## config.mk

```make
export PLATFORM = sky130hd
export DESIGN_NAME = sram_host_ctrl
export DESIGN_NICKNAME = d
export VERILOG_FILES = /design/src/hdl/sram_host_pkg.sv /design/src/hdl/sram_host_ctrl.sv
export VERILOG_INCLUDE_DIRS = /design/src /design/src/hdl
export SDC_FILE = /design/constraint.sdc
export NUM_CORES = 1
export LEC_CHECK = 0
export BUFFER_PORTS_ARGS = -buffer_cell sky130_fd_sc_hd__clkbuf_2
export CELL_PAD_IN_SITES_DETAIL_PLACEMENT = 0
export CELL_PAD_IN_SITES_GLOBAL_PLACEMENT = 2
export CORE_MARGIN = 2
export CORE_UTILIZATION = 32
export DETAILED_ROUTE_END_ITERATION = 7
export GPL_TIMING_DRIVEN = 0
export HOLD_SLACK_MARGIN = 0.1
export MAX_ROUTING_LAYER = met4
export PLACE_DENSITY = 0.84
export SETUP_SLACK_MARGIN = 0.4
export SYNTH_ARGS = -nofsm -noshare
export SYNTH_HDL_FRONTEND = slang
export SYNTH_SLANG_ARGS = --single-unit
```

## constraint.sdc

```tcl
create_clock -name clk_sys -period 7.8 [get_ports clk_sys]
set_clock_uncertainty 0.2 [all_clocks]
set_input_delay 0 -clock clk_sys [delete_from_list [all_inputs] [get_ports clk_sys]]
set_output_delay 0 -clock clk_sys [all_outputs]
set_load 0.1 [all_outputs]
```

## src/hdl/sram_host_params.svh

```systemverilog
// Timing and layout constants for the host controller of the 256K x 8 static memory module.
// Assumes a 100 MHz system clock; every count is derived from a time in nanoseconds.
`ifndef SRAM_HOST_PARAMS_SVH
`define SRAM_HOST_PARAMS_SVH

`define CLK_PERIOD_NS            10
`define READ_CYCLE_MIN_NS        20
`define ADDRESS_ACCESS_MAX_NS    20
`define OUTPUT_HOLD_AFTER_ADDR_NS 3
`define ADDR_SETUP_TO_WRITE_END_NS 15
`define ADDR_HOLD_AFTER_WRITE_NS 2
`define ADDR_SETUP_TO_WRITE_START_NS 0
`define DATA_SETUP_TO_WRITE_END_NS 13
`define DATA_HOLD_AFTER_WRITE_NS 0

`define NS_TO_CYC(ns) ((((ns) + `CLK_PERIOD_NS - 1) / `CLK_PERIOD_NS) < 1 ? 1 : \
                       (((ns) + `CLK_PERIOD_NS - 1) / `CLK_PERIOD_NS))

`define READ_CYCLES   `NS_TO_CYC(`READ_CYCLE_MIN_NS)
`define ACCESS_CYCLES `NS_TO_CYC(`ADDRESS_ACCESS_MAX_NS)
`define WRITE_CYCLES  `NS_TO_CYC(`ADDR_SETUP_TO_WRITE_END_NS)
`define HOLD_CYCLES   `NS_TO_CYC(`ADDR_HOLD_AFTER_WRITE_NS)

`define SEL_IDLE      2'h3
`define CNT_ZERO      4'h0
`define DATA_ZERO     8'h00

`endif

```

## src/hdl/sram_host_pkg.sv

```systemverilog
// Types for the host controller of the static memory module.
// Field widths are fixed here to match AW = 18 and DW = 8; nothing is taken from the params header.
package sram_host_pkg;
    typedef enum logic [2:0] {
        ST_IDLE,
        ST_READ,
        ST_WRITE,
        ST_HOLD
    } state_t;

    typedef struct packed {
        state_t      state;
        logic [3:0]  cnt;
        logic [17:0] addr;
        logic [7:0]  wdata;
        logic [1:0]  sel_n;
        logic        we_n;
        logic [7:0]  rdata;
        logic        rvalid;
        logic [1:0]  density;
    } regs_t;
endpackage : sram_host_pkg

```

## src/hdl/sram_host_ctrl.sv

```systemverilog
// Synchronous host controller driving the asynchronous 256K x 8 static memory module.
// Assumes the memory pins are wired directly and its outputs settle within one access time.
`timescale 1ns/1ps
`include "sram_host_params.svh"

module sram_host_ctrl #(
    parameter int AW = 18,
    parameter int DW = 8
) (
    input  wire logic          clk_sys,
    input  wire logic          srst,
    input  wire logic          req_valid,
    output logic               req_ready,
    input  wire logic          req_write,
    input  wire logic [AW-1:0] req_addr,
    input  wire logic [DW-1:0] req_wdata,
    input  wire logic [1:0]    req_nibble,
    output logic [DW-1:0]      rsp_rdata,
    output logic               rsp_valid,
    output logic [1:0]         density,
    output logic [AW-1:0]      mem_addr,
    output logic [DW-1:0]      write_data_in,
    output logic [1:0]         mem_sel_n,
    output logic               mem_we_n,
    input  wire logic [DW-1:0] mem_data_out,
    input  wire logic [1:0]    density_id_pins
);

    // ------------------------------------------------------------
    // State
    // ------------------------------------------------------------
    sram_host_pkg::regs_t r;
    sram_host_pkg::regs_t next_r;

    // Nibble enable mask: a deselected half returns zero, since its outputs float.
    function automatic logic [DW-1:0] nib_mask(input logic [1:0] sel_n);
        nib_mask = {{(DW/2){~sel_n[1]}}, {(DW/2){~sel_n[0]}}};
    endfunction : nib_mask

    // ------------------------------------------------------------
    // Next state
    // ------------------------------------------------------------
    always_comb begin
        next_r         = r;
        next_r.rvalid  = 1'b0;
        next_r.density = density_id_pins;
        case (r.state)
            sram_host_pkg::ST_IDLE: begin
                next_r.sel_n = `SEL_IDLE;
                next_r.we_n  = 1'b1;
                if (req_valid) begin
                    // Address and data go out with the select edge, so setup to start is met.
                    next_r.addr  = req_addr;
                    next_r.wdata = req_wdata;
                    next_r.sel_n = ~req_nibble;
                    next_r.cnt   = `CNT_ZERO;
                    if (req_write) begin
                        next_r.we_n  = 1'b0;
                        next_r.state = sram_host_pkg::ST_WRITE;
                    end else begin
                        next_r.state = sram_host_pkg::ST_READ;
                    end
                end
            end
            sram_host_pkg::ST_READ: begin
                // Whole read cycle is held for the rounded-up access time.
                next_r.cnt = r.cnt + 4'h1;
                if (r.cnt == 4'(`ACCESS_CYCLES - 1)) begin
                    // Sampled before the address moves, well inside the output hold window.
                    next_r.rdata  = mem_data_out & nib_mask(r.sel_n);
                    next_r.rvalid = 1'b1;
                    next_r.sel_n  = `SEL_IDLE;
                    next_r.state  = sram_host_pkg::ST_IDLE;
                end
            end
            sram_host_pkg::ST_WRITE: begin
                // Overlap of select and write enable lasts the setup counts.
                next_r.cnt = r.cnt + 4'h1;
                if (r.cnt == 4'(`WRITE_CYCLES - 1)) begin
                    // Both rise together, which keeps the outputs floating.
                    next_r.we_n  = 1'b1;
                    next_r.sel_n = `SEL_IDLE;
                    next_r.cnt   = `CNT_ZERO;
                    next_r.state = sram_host_pkg::ST_HOLD;
                end
            end
            sram_host_pkg::ST_HOLD: begin
                // Address and data stay put after the write ends.
                next_r.cnt = r.cnt + 4'h1;
                if (r.cnt == 4'(`HOLD_CYCLES - 1)) begin
                    next_r.state = sram_host_pkg::ST_IDLE;
                end
            end
            default: begin
                next_r.state = sram_host_pkg::ST_IDLE;
            end
        endcase
    end

    always_ff @(posedge clk_sys) begin
        if (srst) begin
            r.state   <= sram_host_pkg::ST_IDLE;
            r.cnt     <= `CNT_ZERO;
            // A write cut by reset still ends on a strobe edge, so address and data stay put for it.
            // The overlap is cut short then, so the location being written is left undefined.
            r.addr    <= r.we_n ? '0 : r.addr;
            r.wdata   <= r.we_n ? `DATA_ZERO : r.wdata;
            r.sel_n   <= `SEL_IDLE;
            r.we_n    <= 1'b1;
            r.rdata   <= `DATA_ZERO;
            r.rvalid  <= 1'b0;
            r.density <= 2'h0;
        end else begin
            r <= next_r;
        end
    end

    // ------------------------------------------------------------
    // Outputs
    // ------------------------------------------------------------
    assign req_ready     = (r.state == sram_host_pkg::ST_IDLE);
    assign rsp_rdata     = r.rdata;
    assign rsp_valid     = r.rvalid;
    assign density       = r.density;
    assign mem_addr      = r.addr;
    assign write_data_in = r.wdata;
    assign mem_sel_n     = r.sel_n;
    assign mem_we_n      = r.we_n;

endmodule : sram_host_ctrl

```

**Word-level counts from Yosys, hierarchy flattened**

Index checks and enable logic that the tools add are counted.
W data, S select, Z words.

- Bits in registers: 47
- Bits in latches: 0
- Memory bits (writable): 0
- Bits in read-only memories: 0
- Bits of input ports: 42
- Output and inout port bits: 41
- Logic and storage cells: 57
- Memories kept: 0

- $add $sub $neg: 1
- $mul: 0
- Div/mod/pow operators: 0
- Magnitude comparators: 0
- Equal/unequal tests: 9
- Shift-type cells: 0
- Mux-type cells: 18
- Bitwise logic cells: 5
- Reduce and logical (&&, ||, !) cells: 15

Operators by type and width:

| cell | number |
|---|---|
| $mux W40 | 1 |
| $mux W36 | 1 |
| $mux W26 | 1 |
| $mux W18 | 1 |
| $mux W9 | 2 |
| $pmux W3 S4 | 1 |
| $pmux W4 S3 | 1 |
| $mux W3 | 3 |
| $and A8 B8 Y8 | 1 |
| $mux W8 | 1 |
| $ne A2 B2 Y1 const B | 4 |
| $mux W7 | 1 |
| $eq A3 B2 Y1 const B | 2 |
| $pmux W2 S3 | 1 |
| $reduce_and A2 Y1 | 3 |
| $reduce_and A3 Y1 | 2 |
| $reduce_bool A2 Y1 | 3 |
| $reduce_bool A3 Y1 | 2 |
| $add A4 B1 Y4 const B | 1 |
| $eq A4 B1 Y1 const B | 1 |
| $logic_not A4 Y1 | 1 |
| $mux W2 | 2 |
| $reduce_and A4 Y1 | 1 |
| $reduce_or A2 Y1 | 2 |
| 7 further kinds | 9 |

**Depth between registers and ports, before layout**

- Word-level depth: 5
- Depth in mapped cells: 7
- Gate-level depth less buffers: 6

**Least setup slack after synthesis**

No wires, ideal clock.

- Path kind: reg-to-reg
- From: register r[44] (netlist name)
- To: register r (netlist bit mem_addr[0]) (enable)
- Setup time: 445 ps
- Arrival: 3,349 ps
- Data required time: 7,155 ps
- Setup slack: 3,805 ps
- Stages on the path, launching flop included: 5
- Path buffers: 0
- Period minus slack after synthesis: 3,995 ps
- Cells stage by stage: dfxtp_1 > inv_1 > ha_1 > nand2_1 > o21ai_0

- Longest elaborated chain between the ends: 3

Ends and longest elaborated chain:

| element | line | source |
|---|---|---|
| start, declared | sram_host_ctrl.sv:32 | `sram_host_pkg::regs_t r;` |
| start signal, assigned | sram_host_ctrl.sv:114 | `r <= next_r;` |
| $logic_not A3 Y1 | - |  |
| named net req_ready | sram_host_ctrl.sv:13 | `output logic req_ready,` |
| $reduce_bool A2 Y1 (no source line) | - |  |
| $reduce_and A3 Y1 (no source line) | - |  |

The timed path passes the listed nets, and every way through them passes these cells.
A chain may end at the register's enable or synchronous reset.

**Worst setup path after layout**

- From: register r[45] (netlist name)
- To: register r[45] (netlist name)

- Longest elaborated chain between the ends: 3
- Elaborated cells between the ends (all ways): 10
- Classes of those cells: eq/ne: 7; mux: 1; reduce/logical: 2

Ends and longest elaborated chain:

| element | line | source |
|---|---|---|
| $eq A3 B2 Y1, or another cell as far along | sram_host_ctrl.sv:47 | `case (r.state)` |
| $ne A2 B2 Y1 (no source line) | - |  |
| $reduce_and A4 Y1 (no source line) | - |  |

Parallel ways exist; a longest one is shown, timed or not.

==> impl_metrics.ini <==
[timing]
relSlewSlack_pct = 49.39
holdWs_ns = 0.2556
tightest_slew_ns = 0.7528
fin_crit_sh_pct = 26.77
fmax_mhz = 479.0
setup_viol = 0
finalSetupTns_ns = 0
drv_slew = 0
rsz0062_at_grt = false
finalHoldViolCount = 0
period_needed_ns = 2.088
setup_slack_ns = 5.712

[run_status]
run_status = finished, final reports clean

[logic_synthesis]
ys_warn_count = 0
synth_common_cells = buf_4, and2_1, edfxtp_1, dfxtp_1, nand2_1
synth_top_area_share_pct = 34.78
yosysSeqAreaShare_pct = 52.62
syn_inst = 207
ys_types = 29
postSynthAreaPerCell_um2 = 10.84
async_reset_ff_share_pct = 0
yosysMostFrequentCell = buf_4
yosysTopAreaCell = edfxtp_1
synth_nets = 258
ys_top_cells_by_area = edfxtp_1, dfxtp_1, buf_4
synth_edf_count = 26
syn_area_mm2 = 0.002245
yosys_most_used_dff = edfxtp_1
synth_seq_cells = 46

[layout]
drive_above_1_share_pct = 38.48
syn2layout_area_growth_pct = 48.33
final_cells = 439
fin_area_mm2 = 0.003329
fin_nets = 393
antennaDiodeCount = 0

[grt]
grt_pass1_vias = 1853
grt_usage_pct = 13.85
antenna_found_initial = 0
globalRouteOverflowTotal = 0
grt_max_degree = 21
grt_pass1_wl_mm = 8.114

[cts]
cts_inserted_buffers = 5
cts_sinks = 46
cts_max_level = 2
clock_path_buffers = 2
insertion_delay_ns = 0.30
cts_tree = built
clk_pin_slew_worst_paths_ns = 0.09
root_buffer = clkbuf_8
cts_resized = 0

[drt]
wire_per_inst_um = 11.06
vias_per_cell = 4.125
ant_nets = 0
drtIter0Drc = 55
first_pass_iters = 4
totalWireLength_mm = 4.856
num_vias = 1811
drcViolationCount = 0

[power_and_ir_drop]
power_density_mw_per_mm2 = 220.3
ir_drop_mv = 0.09835
p_leak_uw = 0.001517

[critical_path]
cp-start-kind = flop
cp_slowest_stage_delay_ns = 0.42
cp_top_family = compound AO/OA/AOI/OAI gates
cpMaxStageDelayCell = dfxtp_1
critPathCaptureType = flop
crit_chain = inv_1 -> ha_1 -> or2_2 -> a221oi_2 -> nor2_1 -> a311oi_1
crit_fanout = 5
worstPathRequired_ns = 7.81
worstSetupPathType = flop to flop
path_buf_inv = 1
cp.arrival_ns = 2.09

[placement]
post-place-cells = 386
gp_congestion = 0.7662
io_buffers = 82
dp_worst_setup_slack_ns = 5.726
dpl_cell_area_mm2 = 0.002794
dp_hpwl_mm = 3.392

[die]
io_pins = 83
die_w_um = 87.75
initial_core_util_pct = 33.04
core_area_mm2 = 0.006794
design.die.area_mm2 = 0.007700
rows = 30
die_h_um = 87.75

[job]
maxCapViolCount = 0

[hold_path]
hold_path_class = flop to flop
[metrics by stage]
step                total power, uW  utilization, %
finish                        733.4           49.01
global route                  770.8           49.01
CTS                           740.9           49.01
detailed placement            577.6           41.12
global placement              574.9           40.85
floorplan                     531.3               -
[cells in the final DEF, fill, tap and decap left out, drive strengths merged, types with 3 or more instances in the layout]
cell type	instances
o21ai	3
dfxtp	20
nor2	4
nand3b	9
dlygate4sd3	45
buf	40
edfxtp	26
nand3	6
clkbuf	91
nand2	17
inv	6
and2	27
mux2i	4
nor2b	5
ha	9
a21oi	11
nand2b	3
clkinv	3
[routing by layer]
metal  track usage (%)  vias to the layer above  share of wire, %
met1             15.72                      812                45
met3             3.110                        7               6.1
li1                  -                      929                 -
met2             24.66                       63                47
met4             3.357                        0               1.1
met5                 -                        -                 0
[worst paths after layout]
check	from	to	slack (ns)	cells past startpoint
max	r[45]	r[45]	5.71	6
min reg2reg	rsp_rdata[4]	rsp_rdata[4]	0.26	2
min	rsp_rdata[4]	rsp_rdata[4]	0.26	2
max reg2reg	r[45]	r[45]	5.71	6
[power by group]
| group | total (uW) | switching, uW | internal (uW) |
|---|---|---|---|
| Clock | 143 | 81.5 | 61.6 |
| Sequential | 291 | 9.89 | 281 |
| Combinational | 299 | 213 | 85.9 |
| Total | 733 | 305 | 429 |
[layout make-up]
| class | instances | area (um2) |
|---|---|---|
| Buffer | 43 | 305.3 |
| Clock buffer | 5 | 68.82 |
| Clock inverter | 3 | 16.27 |
| Fill cell | 642 | 3465 |
| Inverter | 6 | 22.52 |
| Multi-Input combinational cell | 112 | 739.5 |
| Sequential cell | 46 | 1181 |
| Tap cell | 96 | 120.1 |
| Timing Repair Buffer | 128 | 875.8 |
[kinds of logic (layout without fill, tap and decap cells)]
logic type	count (synthesis)	count (layout)	share of synthesized area, %
DFF	46	46	52.62
and+or+nand+nor	77	77	19.96
adders and majority gates	9	9	5.017
buffers and inverters	49	185	14.60
AOI/OAI and AO/OA	22	22	6.020
muxes	4	4	1.784
[repair_timing]
item / 4_1_cts / 5_1_grt
buffers inserted: 0 / 0
hold buffers: 45 / 0
setup endpoints to repair: 0 / 0
hold endpoints to repair: 51 / 0
[state kept, by name, summed over array words and instances, names as in the netlist]
register,count
mem_addr,18
rsp_rdata,8
write_data_in,8
r,6
density,2
mem_sel_n,2
mem_we_n,1
rsp_valid,1
[tightest hold or removal path: cells and delay by family (launching register included)]
kind	cells	cell delay, ns
compound gates	1	0.05
flops	1	0.32
simple gates	1	0.05
(Power assumes the default switching activity.)
